**config.mk**
```make
export PLATFORM = sky130hd
export DESIGN_NAME = status_event_regs
export DESIGN_NICKNAME = d
export VERILOG_FILES = /design/src/status_pkg.sv /design/src/status_if.sv /design/src/status_event_regs.sv /design/src/flag_reg.sv /design/src/mask_reg.sv
export SDC_FILE = /design/constraint.sdc
export NUM_CORES = 1
export LEC_CHECK = 0
export ABC_AREA = 1
export BUFFER_PORTS_ARGS = -buffer_cell sky130_fd_sc_hd__buf_2
export CAP_MARGIN = 20
export CORE_MARGIN = 4
export CORE_UTILIZATION = 50
export CTS_BUF_LIST = sky130_fd_sc_hd__clkbuf_8
export DETAILED_ROUTE_END_ITERATION = 6
export MAX_ROUTING_LAYER = met4
export PLACE_DENSITY = 0.77
export SYNTH_ARGS = -nofsm -noshare
export SYNTH_HDL_FRONTEND = slang
export SYNTH_SLANG_ARGS = --single-unit
```
**constraint.sdc**
```tcl
create_clock -name CLOCK_IN -period 3.5 [get_ports CLOCK_IN]
set_clock_uncertainty 0.2 [all_clocks]
set_input_delay 0.525 -clock CLOCK_IN [delete_from_list [all_inputs] [get_ports CLOCK_IN]]
set_output_delay 0.525 -clock CLOCK_IN [all_outputs]
set_load 0.02 [all_outputs]
```
**src/status_pkg.sv**
```systemverilog
/*
 * shared constants for the status and event reporting block: widths,
 * bit positions, reset values and the host command codes.
 * assumes nothing of its surroundings.
 */
package status_pkg;

   localparam int REG_W = 8;
   typedef logic [REG_W-1:0] byte_t;

   // event flag positions
   localparam int EV_ACQ_DONE  = 0;
   localparam int EV_PRETRIG   = 1;
   localparam int EV_QUERY_ERR = 2;
   localparam int EV_CONFLICT  = 3;
   localparam int EV_EXEC_ERR  = 4;
   localparam int EV_SYNTAX    = 5;
   localparam int EV_FILL75    = 6;
   localparam int EV_POWER_ON  = 7;

   // summary status positions, weights 1 to 128
   localparam int ST_ALARM    = 0;
   localparam int ST_TRIGGER  = 1;
   localparam int ST_READY    = 2;
   localparam int ST_SCAN     = 3;
   localparam int ST_MESSAGE  = 4;
   localparam int ST_EVSUM    = 5;
   localparam int ST_SRQ      = 6;
   localparam int ST_OVERRUN  = 7;

   // error origin bit fed by any calibration flag
   localparam int ERR_CAL_BIT = 0;
   // event flag that an error origin setting lands in
   localparam int EV_FROM_ERR = EV_EXEC_ERR;

   localparam byte_t ALL_ONES    = 8'hFF;
   localparam byte_t NONE        = 8'h00;
   localparam byte_t STORED_MASK = 8'h9F;
   localparam byte_t NO_SRQ_MASK = 8'hBF;

   localparam byte_t CAL_RST   = 8'h00;
   localparam byte_t ERR_RST   = 8'h00;
   localparam byte_t EVENT_RST = 8'h80;
   localparam byte_t STAT_RST  = 8'h00;
   localparam byte_t MASK_RST  = 8'h00;

   localparam int CMD_W = 4;
   typedef enum logic [CMD_W-1:0] {
      CMD_NONE,
      CMD_QUERY_EVENT,
      CMD_QUERY_STATUS,
      CMD_QUERY_CAL,
      CMD_QUERY_ERR,
      CMD_QUERY_EVMASK,
      CMD_QUERY_RQMASK,
      CMD_WRITE_EVMASK,
      CMD_WRITE_RQMASK,
      CMD_CLEAR_EVMASK,
      CMD_CLEAR_RQMASK,
      CMD_SYS_RESET
   } cmd_e;

endpackage

```
**src/status_if.sv**
```systemverilog
/*
 * carriers between the top and its flag and mask registers.
 * assumes one clock owned by the instantiating module.
 */
`timescale 1ns/10ps

interface flag_if;
   status_pkg::byte_t set_vec;
   status_pkg::byte_t clr_vec;
   status_pkg::byte_t value;
   modport owner (input set_vec, input clr_vec, output value);
   modport user  (output set_vec, output clr_vec, input value);
endinterface

interface mask_if;
   logic              wr;
   logic              clr;
   status_pkg::byte_t wdata;
   status_pkg::byte_t value;
   modport owner (input wr, input clr, input wdata, output value);
   modport user  (output wr, output clr, output wdata, input value);
endinterface

```
**src/status_event_regs.sv**
```systemverilog
/*
 * status and event reporting register bank with host command port.
 * assumes the command parser presents one decoded command per cycle
 * on CMD_IN with CMD_VALID_IN, and device events as one-cycle pulses
 * (levels where noted), all synchronous to CLOCK_IN.
 */
`timescale 1ns/10ps

module status_event_regs (
   // clock and reset
   input  wire logic                         CLOCK_IN,
   input  wire logic                         RESETN_IN,
   // host command port
   input  wire logic                         CMD_VALID_IN,
   input  wire logic [status_pkg::CMD_W-1:0] CMD_IN,
   input  wire logic [status_pkg::REG_W-1:0] CMD_DATA_IN,
   output logic                              RESP_VALID_OUT,
   output logic      [status_pkg::REG_W-1:0] RESP_DATA_OUT,
   output logic                              SRQ_OUT,
   // flag sources
   input  wire logic [status_pkg::REG_W-1:0] CAL_ERR_SET_IN,
   input  wire logic [status_pkg::REG_W-1:0] ERR_SET_IN,
   input  wire logic [status_pkg::REG_W-1:0] STATUS_SET_IN,
   input  wire logic [status_pkg::REG_W-1:0] STATUS_CLR_IN,
   // acquisition and command events
   input  wire logic                         ACQ_DONE_IN,
   input  wire logic                         PRETRIG_DONE_IN,
   input  wire logic                         TRIG_CONFIG_IN,
   input  wire logic                         REARM_IN,
   input  wire logic                         READ_EMPTY_IN,
   input  wire logic                         RESPONSE_LOST_IN,
   input  wire logic                         CONFLICT_IN,
   input  wire logic                         EXEC_ERR_IN,
   input  wire logic                         SYNTAX_ERR_IN,
   input  wire logic                         BUF_FILL75_IN
);

   status_pkg::cmd_e  cmd;
   logic              rd_event;
   logic              rd_status;
   logic              rd_cal;
   logic              rd_err;
   logic              sys_reset;
   status_pkg::byte_t ev_set;
   status_pkg::byte_t ev_clr;
   status_pkg::byte_t status_q;
   status_pkg::byte_t status_d;
   status_pkg::byte_t summary;
   status_pkg::byte_t resp_data_d;
   logic              resp_valid_d;
   logic              event_summary_bit;
   logic              srq_cond;
   logic              srq_q;
   logic              srq_fresh;
   logic              new_error;

   flag_if cal_f ();
   flag_if err_f ();
   flag_if ev_f ();
   mask_if evm_m ();
   mask_if rqm_m ();

   // command decode
   assign cmd       = status_pkg::cmd_e'(CMD_IN);
   assign rd_event  = CMD_VALID_IN && (cmd == status_pkg::CMD_QUERY_EVENT);
   assign rd_status = CMD_VALID_IN && (cmd == status_pkg::CMD_QUERY_STATUS);
   assign rd_cal    = CMD_VALID_IN && (cmd == status_pkg::CMD_QUERY_CAL);
   assign rd_err    = CMD_VALID_IN && (cmd == status_pkg::CMD_QUERY_ERR);
   assign sys_reset = CMD_VALID_IN && (cmd == status_pkg::CMD_SYS_RESET);

   // calibration flags: set only by the calibration engine
   assign cal_f.set_vec = CAL_ERR_SET_IN;
   assign cal_f.clr_vec = rd_cal ? status_pkg::ALL_ONES : status_pkg::NONE;

   flag_reg #(
      .RESET_VAL (status_pkg::CAL_RST)
   ) u_cal_flags (
      .clk_in   (CLOCK_IN),
      .rst_n_in (RESETN_IN),
      .f        (cal_f)
   );

   // a standing calibration flag re-asserts the error origin bit, so reading
   // the error flags cannot hide an uncorrected calibration fault
   always_comb begin
      err_f.set_vec = ERR_SET_IN;
      if (cal_f.value != status_pkg::NONE) begin
         err_f.set_vec[status_pkg::ERR_CAL_BIT] = 1'b1;
      end
   end
   assign err_f.clr_vec = rd_err ? status_pkg::ALL_ONES : status_pkg::NONE;

   flag_reg #(
      .RESET_VAL (status_pkg::ERR_RST)
   ) u_err_flags (
      .clk_in   (CLOCK_IN),
      .rst_n_in (RESETN_IN),
      .f        (err_f)
   );

   // only a newly set origin bit counts, otherwise the standing
   // calibration bit would flood the event flag every cycle
   assign new_error = |(err_f.set_vec & ~err_f.value);

   // event flag sources; the event mask is deliberately not used here
   always_comb begin
      ev_set = status_pkg::NONE;
      ev_set[status_pkg::EV_ACQ_DONE]  = ACQ_DONE_IN;
      ev_set[status_pkg::EV_PRETRIG]   = PRETRIG_DONE_IN;
      ev_set[status_pkg::EV_QUERY_ERR] = READ_EMPTY_IN | RESPONSE_LOST_IN;
      ev_set[status_pkg::EV_CONFLICT]  = CONFLICT_IN;
      ev_set[status_pkg::EV_EXEC_ERR]  = EXEC_ERR_IN;
      ev_set[status_pkg::EV_FROM_ERR]  = ev_set[status_pkg::EV_FROM_ERR] | new_error;
      ev_set[status_pkg::EV_SYNTAX]    = SYNTAX_ERR_IN;
      ev_set[status_pkg::EV_FILL75]    = BUF_FILL75_IN;
      ev_set[status_pkg::EV_POWER_ON]  = sys_reset;
   end

   always_comb begin
      ev_clr = status_pkg::NONE;
      if (rd_event || sys_reset) begin
         ev_clr = status_pkg::ALL_ONES;
      end
      ev_clr[status_pkg::EV_ACQ_DONE] = ev_clr[status_pkg::EV_ACQ_DONE] | TRIG_CONFIG_IN;
      ev_clr[status_pkg::EV_PRETRIG]  = ev_clr[status_pkg::EV_PRETRIG]
                                        | TRIG_CONFIG_IN | REARM_IN;
      ev_clr[status_pkg::EV_FILL75]   = ev_clr[status_pkg::EV_FILL75] | ~BUF_FILL75_IN;
   end

   assign ev_f.set_vec = ev_set;
   assign ev_f.clr_vec = ev_clr;

   flag_reg #(
      .RESET_VAL (status_pkg::EVENT_RST)
   ) u_event_flags (
      .clk_in   (CLOCK_IN),
      .rst_n_in (RESETN_IN),
      .f        (ev_f)
   );

   // host masks
   assign evm_m.wr    = CMD_VALID_IN && (cmd == status_pkg::CMD_WRITE_EVMASK);
   assign evm_m.clr   = sys_reset || (CMD_VALID_IN && (cmd == status_pkg::CMD_CLEAR_EVMASK));
   assign evm_m.wdata = CMD_DATA_IN;
   assign rqm_m.wr    = CMD_VALID_IN && (cmd == status_pkg::CMD_WRITE_RQMASK);
   assign rqm_m.clr   = sys_reset || (CMD_VALID_IN && (cmd == status_pkg::CMD_CLEAR_RQMASK));
   assign rqm_m.wdata = CMD_DATA_IN;

   mask_reg u_event_mask (
      .clk_in   (CLOCK_IN),
      .rst_n_in (RESETN_IN),
      .m        (evm_m)
   );

   mask_reg u_request_mask (
      .clk_in   (CLOCK_IN),
      .rst_n_in (RESETN_IN),
      .m        (rqm_m)
   );

   // summary status: internally set and cleared bits, host cannot write
   always_comb begin
      status_d = (status_q & ~STATUS_CLR_IN) | STATUS_SET_IN;
      if (rd_status || sys_reset) begin
         status_d = STATUS_SET_IN;
      end
      status_d = status_d & status_pkg::STORED_MASK;
   end

   always_ff @(posedge CLOCK_IN) begin
      if (!RESETN_IN) begin
         status_q <= status_pkg::STAT_RST;
      end else begin
         status_q <= status_d;
      end
   end

   // derived live, so clearing event flags drops the summary bit at once
   assign event_summary_bit = |(ev_f.value & evm_m.value);

   always_comb begin
      summary                     = status_q;
      summary[status_pkg::ST_EVSUM] = event_summary_bit;
      summary[status_pkg::ST_SRQ] = srq_q;
   end

   // the request bit itself never feeds back into the request
   assign srq_cond = |(summary & rqm_m.value & status_pkg::NO_SRQ_MASK);

   // a clear looks at the status left after it, so the stale bits that it
   // wipes cannot hold the request up; a bit set in that same cycle still wins on a status read, but not on a system reset
   assign srq_fresh = !sys_reset
                      && (|(status_d & rqm_m.value & status_pkg::NO_SRQ_MASK));

   always_ff @(posedge CLOCK_IN) begin
      if (!RESETN_IN) begin
         srq_q <= 1'b0;
      end else if (rd_status || sys_reset) begin
         srq_q <= srq_fresh;
      end else if (srq_cond) begin
         srq_q <= 1'b1;
      end
   end

   assign SRQ_OUT = srq_q;

   // response path: value before any clear of this same cycle
   always_comb begin
      resp_valid_d = CMD_VALID_IN;
      resp_data_d  = status_pkg::NONE;
      unique case (cmd)
         status_pkg::CMD_QUERY_EVENT:  resp_data_d = ev_f.value;
         status_pkg::CMD_QUERY_STATUS: resp_data_d = summary;
         status_pkg::CMD_QUERY_CAL:    resp_data_d = cal_f.value;
         status_pkg::CMD_QUERY_ERR:    resp_data_d = err_f.value;
         status_pkg::CMD_QUERY_EVMASK: resp_data_d = evm_m.value;
         status_pkg::CMD_QUERY_RQMASK: resp_data_d = rqm_m.value;
         status_pkg::CMD_NONE,
         status_pkg::CMD_WRITE_EVMASK,
         status_pkg::CMD_WRITE_RQMASK,
         status_pkg::CMD_CLEAR_EVMASK,
         status_pkg::CMD_CLEAR_RQMASK,
         status_pkg::CMD_SYS_RESET:    resp_valid_d = 1'b0;
         default:                      resp_valid_d = 1'b0;
      endcase
   end

   always_ff @(posedge CLOCK_IN) begin
      if (!RESETN_IN) begin
         RESP_VALID_OUT <= 1'b0;
         RESP_DATA_OUT  <= status_pkg::NONE;
      end else begin
         RESP_VALID_OUT <= resp_valid_d;
         RESP_DATA_OUT  <= resp_data_d;
      end
   end
endmodule

```
**src/flag_reg.sv**
```systemverilog
/*
 * eight sticky flags, set by hardware events, cleared by vector.
 * assumes set and clear vectors synchronous to clk_in.
 */
`timescale 1ns/10ps

module flag_reg #(
   parameter status_pkg::byte_t RESET_VAL = status_pkg::NONE
) (
   // clock and reset
   input wire logic clk_in,
   input wire logic rst_n_in,
   // flag access
   flag_if.owner    f
);

   // a set arriving with its clear is kept
   always_ff @(posedge clk_in) begin
      if (!rst_n_in) begin
         f.value <= RESET_VAL;
      end else begin
         f.value <= (f.value & ~f.clr_vec) | f.set_vec;
      end
   end

endmodule

```
**src/mask_reg.sv**
```systemverilog
/*
 * eight-bit host mask: full-value write, clear, read.
 * assumes wr and clr are one-cycle strobes on clk_in.
 */
`timescale 1ns/10ps

module mask_reg (
   // clock and reset
   input wire logic clk_in,
   input wire logic rst_n_in,
   // mask access
   mask_if.owner    m
);

   // clear has priority so a reset command overrides a stale write
   always_ff @(posedge clk_in) begin
      if (!rst_n_in) begin
         m.value <= status_pkg::MASK_RST;
      end else if (m.clr) begin
         m.value <= status_pkg::NONE;
      end else if (m.wr) begin
         m.value <= m.wdata;
      end
   end

endmodule

```
== After elaboration in Yosys (flattened, before gate mapping) ==
Index checks and enable logic that the tools add are counted.

* Input bits: 57
* Flip-flop bits (word level): 58
* Output and inout bits: 10
* Word-level logic and storage cells: 79

* Muxes and demuxes: 8
* Equal/unequal tests: 11
* Reductions and logical operators: 25
* Bitwise gates (word level): 25

{| class="wikitable"
|+ Operators with widths
! operator !! number
|-
| bitwise AND 8 bit || 8
|-
| case mux 8 bit (6 select lines) || 1
|-
| NOT 8 bit || 5
|-
| two-way mux 8 bit || 4
|-
| OR 8 bit || 4
|-
| == test 4 x 3 -> 1 bit (second input constant) || 4
|-
| == test 4 bit (second input constant) || 4
|-
| OR reduction 8 bit || 2
|-
| OR reduction 7 bit || 2
|-
| logical AND 1 bit || 10
|-
| == test 4 x 2 -> 1 bit (second input constant) || 2
|-
| nonzero test 8 bit || 1
|-
| OR 1 bit || 6
|-
| OR reduction 6 bit || 1
|-
| == test 4 x 1 -> 1 bit (second input constant) || 1
|-
| logical OR 1 bit || 4
|-
| OR reduction 2 bit || 2
|-
| two-way mux 1 bit || 3
|-
| NOT 1 bit || 2
|-
| AND reduction 2 bit || 1
|-
| nonzero test 2 bit || 1
|-
| zero test 1 bit || 1
|}

== Logic depth before layout (Yosys ltp) ==
* Depth after elaboration: 9
* Depth in mapped cells: 10
* Gate-level depth less buffers: 10

== Cells and area by module ==
Synthesis repeated with hierarchy kept, for this count alone.

* Cell total of the unflattened synthesis: 420
* Area, all modules: 2743.9 um^2

{| class="wikitable"
|+ By module, submodules not included
! module !! instances !! area each (um^2) !! cells an instance
|-
| status_event_regs || 1 || 1297.5 || 226
|-
| flag_reg at u_cal_flags ... || 2 || 294.0 || 41
|-
| mask_reg || 2 || 282.8 || 36
|-
| flag_reg at u_event_flags || 1 || 292.8 || 40
|}

== Worst setup path after synthesis ==
OpenSTA, ideal clock, no wires.

* Path type: input-to-reg
* From: input port CMD_IN[3] in the netlist's numbering
* To: register srq_q (netlist: SRQ_OUT)
* Data required time: 3.183 ns
* Path buffers: 0
* Setup slack: 1.771 ns
* Cell stages on the path: 8
* Arrival time: 1.412 ns
* Path through: nor2_1 nand3_1 nand2_1 nand2_1 nand3_1 nand2_1 nor2_1 a21oi_1

* Longest elaborated chain between the ends: 8
* Elaborated cells on any way between the ends: 12
* Those cells by class: eq/ne (2); mux (2); bitwise (1); reduce/logical (7)

{| class="wikitable"
|+ Ends and longest elaborated chain
! what !! line !! text
|-
| start, declared || status_event_regs.sv:15 || <nowiki>input wire logic [status_pkg::CMD_W-1:0] CMD_IN,</nowiki>
|-
| == test 4 x 2 -> 1 bit / == test 4 bit (equally long branches) || status_event_regs.sv:66, status_event_regs.sv:69 ||
|-
| logical AND 1 bit (on tied branches) || status_event_regs.sv:66, status_event_regs.sv:69 ||
|-
| logical OR 1 bit || status_event_regs.sv:164, status_event_regs.sv:198 ||
|-
| two-way mux 8 bit || status_event_regs.sv:164 || <nowiki>if (rd_status || sys_reset) begin</nowiki>
|-
| bitwise AND 8 bit || status_event_regs.sv:193 || <nowiki>&& (|(status_d & rqm_m.value & status_pkg::NO_SRQ_MASK));</nowiki>
|-
| OR reduction 7 bit || status_event_regs.sv:193 ||
|-
| logical AND 1 bit || status_event_regs.sv:193 ||
|-
| two-way mux 1 bit || status_event_regs.sv:198 || <nowiki>end else if (rd_status || sys_reset) begin</nowiki>
|-
| end signal, assigned || status_event_regs.sv:199 || <nowiki>srq_q <= srq_fresh;</nowiki>
|-
| end, declared || status_event_regs.sv:53 || <nowiki>logic srq_q;</nowiki>
|}

Parallel ways exist; a longest one is shown, timed or not.
A chain may end at the register's enable or synchronous reset.

== Final worst setup path ==
Ends and elaborated chain as after synthesis.

==> results.ini <==
[final_layout]
fin_cells = 497
drive_above_1_share_pct = 17.7
antenna_cells = 0
nFillCells = 474
final_common_cell = nand2_1
area_delta_synth_final_pct = 19.2
final_util_pct = 62.0
nets = 486
final_cell_mix = nand2_1 (81), buf_2 (62), inv_1 (57)

[placed_design]
port_buffers = 62
dp_hpwl_mm = 5.21
dpl_worst_slack_ps = 1370
dp_cells = 489
gp_congestion = 0.929

[die]
ioPinCount = 67
initial_core_util_pct = 52.1
dieWidth_um = 78.6
fp.dieArea_mm2 = 0.00618
die_h_um = 78.6
core-area_mm2 = 0.00479
rows = 25

[clock_network]
clockRootBuffer = clkbuf_8
cts_resized = 0
clk_pin_slew_ps = 100
tritoncts.num_buffers = 5
cts_buffer_depth = 2
cts_tree = done
cts.sinks = 56
cts_hold_buf = 0
htree_levels = 2
clock_latency_ps = 320
post_cts_buffers = 0

[critical_path]
worstPathCellList = buf_2 > nor2_1 > nand3_1 > nand2_1 > nand2_1 > nand3_1 > nand2_1 > nor2_1 > a21oi_1
crit_start = CMD_IN[3]
crit_top_cell = nand2_1
crit_fanout = 8
max_stage_delay_ps = 290
cp_slowest_cell = nand3_1
crit_type = in2reg
cp.required_ps = 3510
r2r_slack_ps = 2120
r2r-start = u_cal_flags.f.value[0]
start_kind = input port
critPathCaptureType = flop
cp.arrival_ps = 1850

[route]
wire_per_inst_um = 13.3
drt-pass1-iter-count = 5
via_per_inst = 5.14
drc = 0
vias = 2554
drt_iter0_drc = 154
drtAntennaViolNets = 0
wirelength_mm = 6.59

[yosys]
synth_compound_area_share_pct = 19.1
synth_fa_ha_area_share_pct = 0
synth_flop_cell = dfxtp_1
synth-simple-area-share_pct = 26.3
synthArstFlopShare_pct = 0
syn-cell-area_mm2 = 0.00249
synth_cells = 364
synthMuxAreaShare_pct = 0
synth-xor-area-share_pct = 0
synth-edff-count = 0
syn_nets = 421
ys_seq_area_share_pct = 45.0
avgSynthCellArea_um2 = 6.84
synth_top_family_by_area = simple AND/OR/NAND/NOR gates
yosys_warnings = 0
ys_seq_elements = 56
yosysUniqueCellTypes = 22

[power_and_ir_drop]
p_sw_share_pct = 26.7
p_per_area_mw_per_mm2 = 406
seq_power_share_pct = 57.1
p_switching_w = 0.000322
power.leakage_nw = 1.39
irDropWorstVdd_v = 0.000263
p_clk_share_pct = 31.3
intPower_w = 0.000885
combinationalPowerShare_pct = 11.6

[min_path]
min_path_type = in2reg
min-delay-start = BUF_FILL75_IN

[timing]
slew-limit-headroom_pct = 63.6
period_minus_slack_ps = 1840
tns_ps = 0
period_share_pct = 52.5
fin_ws_ps = 1660
maxSlewViolCount = 0
fmax_ghz = 0.544
finalSetupViolCount = 0
worstMarginPinSlew_ps = 545
hold_viol = 0
rsz0062_at_grt = false

[global_route]
grt_pass1_wl_mm = 10.5
grt_max_degree = 21
grt_pass1_vias = 2313
grt_util_all_layers_pct = 22.5
antenna_found_initial = 0
globalRouteOverflowTotal = 0

[flow_run]
max-cap-violations = 0

[outcome]
outcome = complete, no violations

## power by group through the flow
stage | sequential, W | combinational (W) | clock (W)
6_report | 0.000689 | 0.000140 | 0.000378
3_5_place_dp | 0.000703 | 0.000139 | 0
4_1_cts | 0.000689 | 0.000140 | 0.000380
3_3_place_gp | 0.000703 | 0.000136 | 0
2_1_floorplan | 0.000699 | 0.0000797 | 0
5_1_grt | 0.000692 | 0.000160 | 0.000413
## cell families (layout without fill, tap and decap cells)
group	after synthesis	in the layout
AND/OR/NAND/NOR	157	157
AO/OA/AOI/OAI	88	88
buffers and inverters	63	129
flip-flops	56	56
## per-layer routing
metal,track usage (%),vias up,share of wire [%]
met4,7.34,0,1.8
met3,4.01,12,7.3
met2,34.7,87,45
met1,29.8,1146,46
li1,-,1309,-
met5,-,-,0
## state kept, by name (all words and copies together) (netlist names)
| signal | flops |
|---|---|
| RESP_VALID_OUT | 1 |
| u_err_flags.f.value | 8 |
| u_event_flags.f.value | 8 |
| u_cal_flags.f.value | 8 |
| RESP_DATA_OUT | 8 |
| u_request_mask.m.value | 8 |
| SRQ_OUT | 1 |
| u_event_mask.m.value | 8 |
| status_q | 6 |
## path summary, 6_finish.rpt
check,to,cells past startpoint
worst max-delay path,SRQ_OUT,9
worst min-delay path,u_event_flags.f.value[6],3
worst max register to register,u_event_flags.f.value[4],6
worst min register to register,u_event_flags.f.value[7],2
## final cells by class
cell class              instances  area [µm²]  share of cell area, %
well taps                      67        83.8                   2.82
multi-input cells             245        1130                   38.1
repair buffers                 63         318                   10.7
flip-flops and latches         56        1120                   37.8
inverters                      58         218                   7.33
clock buffers                   6        82.6                   2.78
clock inverters                 2        15.0                  0.506
## stage by stage
stage / instance area, µm² / hold slack, ps / power [W]
6_report: 2970 / 181 / 0.00121
5_1_grt: 2970 / 186 / 0.00126
4_1_cts: 2970 / 178 / 0.00121
3_5_place_dp: 2870 / 243 / 0.000842
3_3_place_gp: 2870 / 234 / 0.000839
2_1_floorplan: 2490 / 219 / 0.000779
## synth_stat cells, drive strengths merged (3+ instances only)
cell	count	share of area, %
nand2	82	12
a31oi	7	1.8
dfxtp	56	45
nand3	20	4.0
a211oi	5	1.5
nor2	47	7.9
a21oi	44	8.8
nor3	3	0.60
o21ai	22	4.4
clkbuf	3	0.45
inv	57	8.6
o22ai	8	2.0
## worst max-delay path: cells and delay by family
kind	cells	cell delay, ps
compound gates	1	80
buf+inv	1	120
simple gates	7	1110
Power figures use the tool's default switching activity.
